## src/pkg/count_readout_pkg.sv

```systemverilog
/*
 Constants for the prescaled decade counter chains and their nibble readout.
 Assumes a single bus clock domain; the reader recombines nibbles in software.
*/
// Contract
// - Address bit five picks chain A or B
// - Low address zero returns residue on D2, D3
// - Bit three units, bit four tens stage
// - Bits three and four pick decades zero..five
// - Route select high feeds IF to chain A
package count_readout_pkg;
    // Readout port widths
    localparam int ADDR_W = 6;
    localparam int NIB_W = 4;
    // Address fields
    localparam int CHAIN_BIT = 5;
    localparam logic [4:0] ADDR_RESIDUE = 5'h00;
    localparam logic [4:0] ADDR_UNITS = 5'h08;
    localparam logic [4:0] ADDR_TENS = 5'h10;
    localparam logic [1:0] DECADE_PREFIX = 2'h3;
    localparam int DECADE_SEL_W = 3;
    // Residue lands on the upper two data bits
    localparam int RESIDUE_LSB = 2;
    localparam int RESIDUE_W = 2;
    localparam logic [1:0] RESIDUE_MAX = 2'h3;
    localparam logic [1:0] RESIDUE_RST = 2'h0;
    // Direct-mode extra divider
    localparam logic [1:0] PREDIV_MAX = 2'h3;
    // BCD digit limits
    localparam logic [3:0] BCD_MAX = 4'h9;
    localparam logic [3:0] BCD_RST = 4'h0;
    localparam logic [3:0] NIB_ZERO = 4'h0;
    // Documented stage count: units, tens and six decades
    localparam int DIGITS_DEF = 8;
    // Number of pin inputs passing the synchroniser
    localparam int SYNC_W = 14;
endpackage

```

## src/design/decade_stage.sv

```systemverilog
/*
 One BCD counter digit with ripple-style carry.
 Assumes the carry in is a one-cycle pulse from logic on the same clock.
*/
`timescale 1ns/1ns
module decade_stage
    import count_readout_pkg::*;
(
    input wire logic clk,          // Bus clock
    input wire logic rst,          // Synchronous reset
    input wire logic ce,           // Clock enable
    input wire logic clr,          // Count clear
    input wire logic inc,          // Carry in pulse
    output logic [3:0] digit,      // Current BCD digit
    output logic carry             // Carry out, combinational
);
    logic [3:0] digit_q; // Held digit
    logic [3:0] digit_d; // Next digit

    // Carry leaves only on the nine to zero step
    assign carry = inc && (digit_q == BCD_MAX);
    assign digit = digit_q;

    // Next digit: clear beats counting so a gate restart begins at zero
    always_comb begin
        digit_d = digit_q;
        if (clr) begin
            digit_d = BCD_RST;
        end else if (carry) begin
            digit_d = BCD_RST;
        end else if (inc) begin
            digit_d = digit_q + 4'h1;
        end
    end

    // Register only
    always_ff @(posedge clk) begin
        if (rst) begin
            digit_q <= BCD_RST;
        end else if (ce) begin
            digit_q <= digit_d;
        end
    end
endmodule

```

## src/design/prescaled_decade_counter_readout.sv

```systemverilog
/*
 Two counter chains (A, B), each a two-bit residue, units, tens and decades,
 read one nibble at a time over a six-bit address and four-bit data port.
 Assumes all pins are asynchronous to CLK; the reader keeps address stable
 while the strobe is low and does the weighting by four or sixteen itself.
*/
`timescale 1ns/1ns
module prescaled_decade_counter_readout
    import count_readout_pkg::*;
#(
    parameter int DIGITS = DIGITS_DEF // Units, tens and decade stages
) (
    input wire logic CLK,                          // Bus clock, 20 MHz
    input wire logic RST,                          // Synchronous reset, high
    input wire logic CE,                           // Clock enable
    input wire logic MAIN_IN,                      // Prescaled or direct input
    input wire logic IF_IN,                        // Intermediate-frequency input
    input wire logic DIRECT_MODE,                  // Extra divide by four active
    input wire logic CHAIN_ROUTE_SELECT,           // High: IF feeds chain A
    input wire logic GATE_A,                       // Chain A counts while high
    input wire logic GATE_B,                       // Chain B counts while high
    input wire logic COUNT_CLEAR,                  // Clears both chains
    input wire logic [ADDR_W-1:0] NIBBLE_ADDR,     // Nibble address
    input wire logic COUNT_NIBBLE_READ_STROBE_N,   // Read strobe, low active
    output logic [NIB_W-1:0] DATA_OUT,             // Data lines, driven value
    output logic DATA_OE_N                         // Low while driving data
);
    // Decades sit behind units and tens and use three select bits
    if (DIGITS < 3 || DIGITS - 2 > (1 << DECADE_SEL_W)) begin : g_bad_digits
        $error("DIGITS out of range");
    end

    // Synchroniser stages; stage one is read only by stage two
    logic [SYNC_W-1:0] s1_q; // First stage
    logic [SYNC_W-1:0] s2_q; // Second stage
    logic [SYNC_W-1:0] pins; // Packed pin inputs
    // Reset image of the pins: bit seven is the strobe, which idles high,
    // so leaving reset never looks like a read and never drives the lines
    localparam logic [SYNC_W-1:0] SYNC_IDLE = SYNC_W'(8'h80);

    assign pins = {NIBBLE_ADDR, COUNT_NIBBLE_READ_STROBE_N, COUNT_CLEAR,
                   GATE_B, GATE_A, CHAIN_ROUTE_SELECT, DIRECT_MODE, IF_IN, MAIN_IN};

    // Synchronised views
    logic main_s, if_s, direct_s, route_s, gate_a_s, gate_b_s, clear_s, rd_n_s;
    logic [ADDR_W-1:0] addr_s;
    assign main_s = s2_q[0];
    assign if_s = s2_q[1];
    assign direct_s = s2_q[2];
    assign route_s = s2_q[3];
    assign gate_a_s = s2_q[4];
    assign gate_b_s = s2_q[5];
    assign clear_s = s2_q[6];
    assign rd_n_s = s2_q[7];
    assign addr_s = s2_q[SYNC_W-1:8];

    // Two flops on every pin before any logic looks at it
    always_ff @(posedge CLK) begin
        if (RST) begin
            s1_q <= SYNC_IDLE;
            s2_q <= SYNC_IDLE;
        end else if (CE) begin
            s1_q <= pins;
            s2_q <= s1_q;
        end
    end

    // Edge detection on the synchronised count inputs
    logic main_prev_q, main_prev_d; // Last main level
    logic if_prev_q, if_prev_d;     // Last IF level
    logic main_rise, if_rise;       // One-cycle rising edges
    // Input rate is limited to CLK/2 by the synchroniser; a trade for safety

    // Direct-mode predivider
    logic [1:0] prediv_q, prediv_d; // Extra divide-by-four state
    logic main_pulse;               // Pulse entering the chains

    // Residues and routed chain pulses
    logic [1:0] res_q [2];  // Residue per chain, index 0 = B, 1 = A
    logic [1:0] res_d [2];  // Next residue
    logic pulse [2];        // Gated count pulse per chain
    logic units_inc [2];    // Residue wrap into units

    assign main_rise = main_s && !main_prev_q;
    assign if_rise = if_s && !if_prev_q;
    // divide by four: direct mode prepends a divider ahead of the chains
    assign main_pulse = direct_s ? (main_rise && prediv_q == PREDIV_MAX) : main_rise;
    // IF to A: route select swaps chain A onto the IF input
    assign pulse[1] = gate_a_s && (route_s ? if_rise : main_pulse);
    assign pulse[0] = gate_b_s && main_pulse;

    // Next values for edge memory, predivider and residues
    always_comb begin
        main_prev_d = main_s;
        if_prev_d = if_s;
        prediv_d = prediv_q;
        if (clear_s || !direct_s) begin
            prediv_d = RESIDUE_RST;
        end else if (main_rise) begin
            prediv_d = prediv_q + 2'h1;
        end
        for (int c = 0; c < 2; c++) begin
            res_d[c] = res_q[c];
            units_inc[c] = pulse[c] && res_q[c] == RESIDUE_MAX;
            if (clear_s) begin
                res_d[c] = RESIDUE_RST;
            end else if (pulse[c]) begin
                res_d[c] = res_q[c] + 2'h1;
            end
        end
    end

    // Register only
    always_ff @(posedge CLK) begin
        if (RST) begin
            main_prev_q <= 1'b0;
            if_prev_q <= 1'b0;
            prediv_q <= RESIDUE_RST;
            res_q[0] <= RESIDUE_RST;
            res_q[1] <= RESIDUE_RST;
        end else if (CE) begin
            main_prev_q <= main_prev_d;
            if_prev_q <= if_prev_d;
            prediv_q <= prediv_d;
            res_q[0] <= res_d[0];
            res_q[1] <= res_d[1];
        end
    end

    // BCD stages: digit 0 units, 1 tens, 2.. decades from hundreds up
    logic [3:0] digit [2][DIGITS]; // Digit values per chain
    logic carry [2][DIGITS+1];     // Carry chain per chain

    for (genvar c = 0; c < 2; c++) begin : g_chain
        assign carry[c][0] = units_inc[c];
        for (genvar d = 0; d < DIGITS; d++) begin : g_digit
            decade_stage u_stage (
                .clk(CLK),
                .rst(RST),
                .ce(CE),
                .clr(clear_s),
                .inc(carry[c][d]),
                .digit(digit[c][d]),
                .carry(carry[c][d+1])
            );
        end
    end

    // Decode a five-bit nibble address to a digit index, or -1 for residue
    // and -2 for an unmapped address
    function automatic int nibble_index(input logic [4:0] a);
        int idx;
        idx = -2;
        if (a == ADDR_RESIDUE) begin
            idx = -1;
        end else if (a == ADDR_UNITS) begin
            idx = 0;
        end else if (a == ADDR_TENS) begin
            idx = 1;
        end else if (a[4:3] == DECADE_PREFIX && int'(a[2:0]) < DIGITS - 2) begin
            idx = 2 + int'(a[2:0]);
        end
        return idx;
    endfunction

    // Readout registers
    logic [NIB_W-1:0] data_q, data_d; // Data lines
    logic oe_n_q, oe_n_d;             // Output enable, low drives
    logic [NIB_W-1:0] nib;            // Selected nibble
    int sel;                          // Decoded index
    int ch;                           // Chain index

    // Nibble select from synchronised address
    always_comb begin
        nib = NIB_ZERO;
        // chain select: bit five high reads chain A
        ch = addr_s[CHAIN_BIT] ? 1 : 0;
        sel = nibble_index(addr_s[4:0]);
        if (sel == -1) begin
            // residue nibble: two divider bits on D2 and D3
            nib[RESIDUE_LSB +: RESIDUE_W] = res_q[ch];
        end else if (sel >= 0) begin
            // stage digit: units, tens or decade by address
            nib = digit[ch][sel];
        end
        // Unmapped addresses read zero
    end

    // strobe drive: data follows the address while strobe is low
    always_comb begin
        oe_n_d = rd_n_s;
        data_d = rd_n_s ? NIB_ZERO : nib;
    end

    // Register only; outputs come straight from these flops
    always_ff @(posedge CLK) begin
        if (RST) begin
            data_q <= NIB_ZERO;
            oe_n_q <= 1'b1;
        end else if (CE) begin
            data_q <= data_d;
            oe_n_q <= oe_n_d;
        end
    end

    assign DATA_OUT = data_q;
    assign DATA_OE_N = oe_n_q;
endmodule

```

## config.mk

```make
export PLATFORM = sky130hd
export DESIGN_NAME = prescaled_decade_counter_readout
export DESIGN_NICKNAME = d
export VERILOG_FILES = /design/src/pkg/count_readout_pkg.sv /design/src/design/decade_stage.sv /design/src/design/prescaled_decade_counter_readout.sv
export SDC_FILE = /design/constraint.sdc
export NUM_CORES = 1
export LEC_CHECK = 0
export BUFFER_PORTS_ARGS = -buffer_cell sky130_fd_sc_hd__buf_2
export CAP_MARGIN = 0
export CORE_MARGIN = 2
export CORE_UTILIZATION = 25
export CTS_CLUSTER_DIAMETER = 30
export DETAILED_ROUTE_END_ITERATION = 8
export PLACE_DENSITY = 0.35
export SYNTH_ARGS = -nofsm -noshare
export SYNTH_HDL_FRONTEND = slang
export SYNTH_SLANG_ARGS = --single-unit
```

## constraint.sdc

```tcl
create_clock -name CLK -period 3.95 [get_ports CLK]
set_input_delay 0.79 -clock CLK [delete_from_list [all_inputs] [get_ports CLK]]
set_output_delay 0.79 -clock CLK [all_outputs]
set_load 0.02 [all_outputs]
```

After elaboration in Yosys (flattened, before gate mapping). Memory sizes are Yosys's and may differ from the RTL's. Index checks and enable logic that the tools add are counted. Widths: inputs -> output; s select.

Equal/unequal tests: 23. Mux-type cells: 78. Bitwise logic cells: 4. Shift-type cells: 0. Reductions and logical operators: 63. Magnitude comparators: 4. Multiply operators: 0. Add/sub/neg operators: 20. Div/mod/pow operators: 0.

Operators by type and width (number): $mux 32 (7); $mux 4 (52); $add 4x1->4 const B (16); $eq 4x4->1 const B (16); $reduce_bool 3->1 (16); $reduce_and 2->1 (17); $eq 32x1->1 const B (1); $ge 32x1->1 const B (1); $ge 32x2->1 const B (1); $ge 32x4->1 const B (1); $not 1->32 (1); $not 32->32 (1); $logic_and 1x1->1 (24); $mux 2 (10); $bmux 4 s3 (1); $eq 2x2->1 const B (4); $mux 1 (8); $add 2x1->2 const B (3); $eq 5x4->1 const B (1); $eq 5x5->1 const B (1); $logic_not 5->1 (1); $add 2x3->4 const A (1); $logic_not 1->1 (3); $lt 3x3->1 const B (1); other kinds (3) (4).

Logic and storage cells: 216. Memories kept: 1. Register bits: 101. ROM bits: 0. Bits in latches: 0. Input bits: 17. Output and inout port bits: 5. RAM bits: 4.

Memories: res_q (depth 2, bits a word 2, read ports 3, clocked after Yosys merged registers in 0, wr ports 2, line prescaled_decade_counter_readout.sv:79) `logic [1:0] res_q [2];`.

Longest topological paths before layout.
Depth after elaboration: 17. Mapped depth: 9.

Hierarchy. A second synthesis with hierarchy kept.

Cells, all modules: 648. Area total of the unflattened synthesis: 5992.0 µm².

By module, submodules not included: decade_stage (cells an instance 26, instances 16, area each 229.0 µm²); prescaled_decade_counter_readout (cells an instance 232, instances 1, area each 2328.5 µm²).

Worst setup path before layout. OpenSTA, ideal clock, no wires.

Path kind: register -> register. Start point: reg s2_q[9]. End point: reg data_q[3] (netlist: DATA_OUT[3]). Setup time: 0.131 ns. Required time: 3.819 ns. Clock period less this slack: 2.311 ns. Cell stages (with the launch flop): 9. Setup slack: 1.639 ns. Path buffers: 1. Data arrival time: 2.181 ns. Cells stage by stage: dfxtp_1 -> ha_1 -> and2b_1 -> a31oi_4 -> buf_6 -> mux4_1 -> mux2i_1 -> mux2_2 -> o22ai_1.

Cells in the longest elaborated chain, start to end: 13. Elaborated cells between the ends (all ways): 19. Classes of those cells: add/sub (1); order compare (2); eq/ne (3); mux (10); bitwise (1); reduce/logical (2).

RTL lines: start, declared (line prescaled_decade_counter_readout.sv:35) `logic [SYNC_W-1:0] s2_q;`; start signal, assigned (line prescaled_decade_counter_readout.sv:64) `s2_q <= s1_q;`; $lt 3x3->1 (line prescaled_decade_counter_readout.sv:160) `end else if (a[4:3] == DECADE_PREFIX && int'(a[2:0]) < DIGITS - 2) begin`; $logic_and 1x1->1 (line prescaled_decade_counter_readout.sv:160); $mux 32 (line prescaled_decade_counter_readout.sv:160); $mux 32 (line prescaled_decade_counter_readout.sv:158) `end else if (a == ADDR_TENS) begin`; $mux 32 (line prescaled_decade_counter_readout.sv:156) `end else if (a == ADDR_UNITS) begin`; $mux 32 (*) (line prescaled_decade_counter_readout.sv:154) `if (a == ADDR_RESIDUE) begin`; parallel branches: the longest is 5 deep, another holds $ge 32x1->1; $mux 2 (*) (line prescaled_decade_counter_readout.sv:179) `if (sel == -1) begin`; $mux 4 (*) (line prescaled_decade_counter_readout.sv:192) `data_d = rd_n_s ? NIB_ZERO : nib;`; end signal, assigned (line prescaled_decade_counter_readout.sv:201) `data_q <= data_d;`; end, declared (line prescaled_decade_counter_readout.sv:167) `logic [NIB_W-1:0] data_q, data_d;`.

Every way passes the cells marked *. The select of a mux whose other input is x is not followed. A chain may end at the register's enable or synchronous reset.

Worst setup path in the final report.
Start point: reg s2_q[9]. End point: reg data_q[1] (netlist: DATA_OUT[1]).

The elaborated chain is that of the path after synthesis.

==> out/summary.txt <==
Status - completed
Synthesis warning total - 0
Avg Inst Size Synth - 9.34 um^2
Area growth from synthesis to layout - 12.6%
Most instantiated cells after synthesis - 101 x dfxtp_1, 68 x nor2_1, 46 x nand2_1
Vias per cell - 4.85
RSZ-0062 raised after global routing - no
Clock skew - 0.0148 ns
Slew @ Worst Pin - 0.864 ns
CP Data Arrival Time - 3.11 ns
RD Place Congestion - 0.767
Number of gates resized after cts - 0
Clock power frac - 41.5%
Fillers - 2390
CP cell instances - ha_1 > and2b_1 > a31oi_4 > mux4_1 > mux2_2 > o21ai_0 > a21oi_1
Post-DP HPWL - 11900 um
Clock root buffer - clkbuf_16
Clock latency on the worst-skew pair - 0.36 ns
Vias - 4636
Mapped cell area - 5840 um^2
DRT antenna net count - 0
Yosys reg bits - 105
DRC - 0
Clk buf depth - 2
Slew Viols, Final - 0
Antenna violations before repair - 0
CP required - 4.20 ns
Die W - 157 um
Internal Pwr Total - 1.59 mW
First-pass DRT Iterations - 4
Synth top area cells - dfxtp_1 35%, ha_1 7.7%, mux2i_1 7.4%
Share of layout cells above drive strength 1 - 11.0%
CTS H-tree depth - 3
Total setup buffers inserted after CTS - 0
Final non-filler cell total - 956
Post-route minimum period - 2.87 ns
Multi-input logic area - 3500 um^2
WL met2 - 7370 um
First DRT Iteration DRCs - 299
Hold Vio Cnt, Final - 0
NetSw - 0.581 mW
Net Sw Frac - 26.7%
Hold-fix buffers, CTS - 0
First-pass GRT wire length - 26200 um
Die H - 157 um
Die area - 24600 um^2
Total CTS buffers - 9
Worst reg2reg path startpoint - s2_q[9]
Register area - 2140 um^2
Synth Net Count - 678
Synth cell types - 61
Synth top area share - 34.6%
IO buf count - 21
Largest net degree at the start of global routing - 79
WP buf/inv - 0
Nets - 691
Most frequent cell after synthesis - dfxtp_1
Fraction of registers with async set/reset - 0%
GR Util All Layers - 14.0%
Crit. End Element - flip-flop
Routed length on met3 - 557 um
Placed cells - 940
Biggest area consumer among synthesized cells - dfxtp_1
CTS tree - yes
Post-synthesis sequential area ratio - 36.7%
Diode count - 0
Slew HR - 42.4%
Critical path peak fanout - 16
Crit Path Class - flip-flop to flip-flop
Synthesized instance count - 625
Post-Route WL - 16500 um
Pwr dens - 330 nW/um^2
Startpoint types - flip-flop
Global route overflow - 0
Critical-path top delay cell - a31oi_4
Highest metal used - met4
Comb power frac - 7.6%
Wire length on met1 - 8250 um
CTS sink count - 105
Slowest cell delay on critical path - 0.65 ns
Number of global-route vias before repair - 4426
Relative contribution of sequential cells to total power - 50.9%
Row count - 55
CP Launch Point - s2_q[9]
Starting Density - 25.6%
Sum of negative setup slack - 0 ns
Final setup fails - 0
Worst IR Drop VDD - 163 uV
Max-cap violations - 0
Num ports - 22
Clock transition at the registers of the reported paths - 0.08 ns
Max Freq - 349 MHz
Hold Startpoint - s2_q[7]
CORE AREA - 22800 um^2
Per-cell routed wire length - 17.3 um
Number of flops mapped to enable cells by yosys - 4
Final cycle utilization of the critical path - 72.5%
Top FF cell, synth - dfxtp_1
CP top delay family - multiplexers
Worst hold path type - flip-flop to flip-flop
LEAKAGE - 2.47 nW
## cell families after synthesis
logic type               synth area share (%)
multiplexers                             15.1
XOR/XNOR                                 3.75
adder cells (fa/ha/maj)                  7.72
buffers and inverters                    3.32
flip-flops                               36.7
AO/OA/AOI/OAI                            11.4
AND/OR/NAND/NOR                          22.0
## cells in the final DEF (no fill, tap or decap), drive strengths merged, types with 3 or more instances in the layout
master,instances
dfxtp,101
nor2,68
nand2,46
mux2i,43
ha,36
o21ai,28
buf,28
nand3,25
inv,24
nor3,24
a21oi,21
mux4,16
xnor2,14
nand3b,12
xor2,11
a31oi,11
nand4,11
nand2b,10
clkbuf,9
and2,8
a21o,8
o22ai,7
nor4,7
and3,6
o211ai,6
or2,6
clkinv,6
or4,5
or3,4
mux2,4
and4,4
edfxtp,4
o31ai,4
a211o,3
## final timing paths
kind,cells past startpoint,slack [ns],end
worst max-delay path,7,1.08,DATA_OUT[1]
worst min-delay path,1,0.46,s2_q[7]
worst max register to register,7,1.08,DATA_OUT[1]
worst min register to register,1,0.46,s2_q[7]
## state kept, by name, summed over array words and instances (netlist names)
name,cells
DATA_OE_N,1
s1_q,14
main_prev_q,1
s2_q,14
DATA_OUT,4
if_prev_q,1
prediv_q,2
res_q,4
g_chain.g_digit.u_stage.digit,64
## power by group through the flow
| stage | Sequential, mW | Combinational, mW | Clock, mW |
|---|---|---|---|
| 6_report | 1.11 | 0.165 | 0.901 |
| 5_1_grt | 1.11 | 0.182 | 0.980 |
| 4_1_cts | 1.11 | 0.167 | 0.933 |
| 3_5_place_dp | 1.13 | 0.167 | 0 |
| 3_3_place_gp | 1.13 | 0.164 | 0 |
| 2_1_floorplan | 1.12 | 0.122 | 0 |
## final cells by class
cell class                 count  share of cell area, %
clock inverter                 7                   1.03
timing repair buffer          28                   2.44
sequential                   105                   32.6
inverter                      23                   1.31
tap                          313                   5.96
multi-input combinational    471                   53.2
clock buffer                   9                   3.43
## per-stage QoR
step                      total power, mW  util [%]  setup slack (ns)  area [um^2]  hold WS (ns)
final                                2.17      28.9              1.08         6570         0.459
after global routing                 2.27      28.9             0.942         6570         0.508
after CTS                            2.21      28.9              1.09         6570         0.462
after detailed placement             1.30      27.6              1.12         6280         0.446
after global placement               1.29      27.6              1.19         6280         0.440
after floorplan                      1.25         -              1.64         5840         0.430
## layer usage
metal / GRT usage [%] / vias up
li1: - / 2303
met1: 19.5 / 2229
met2: 21.8 / 84
met3: 2.19 / 20
met4: 5.46 / 0
met5: 0 / -
## worst register-to-register path, delay by kind of cell, from the launching register on
| family | cells | cell delay [ns] |
|---|---|---|
| flip-flops | 1 | 0.47 |
| AND/OR/NAND/NOR | 1 | 0.23 |
| AO/OA/AOI/OAI | 3 | 0.91 |
| adder cells (fa/ha/maj) | 1 | 0.22 |
| multiplexers | 2 | 0.93 |
(Power assumes the default switching activity.)
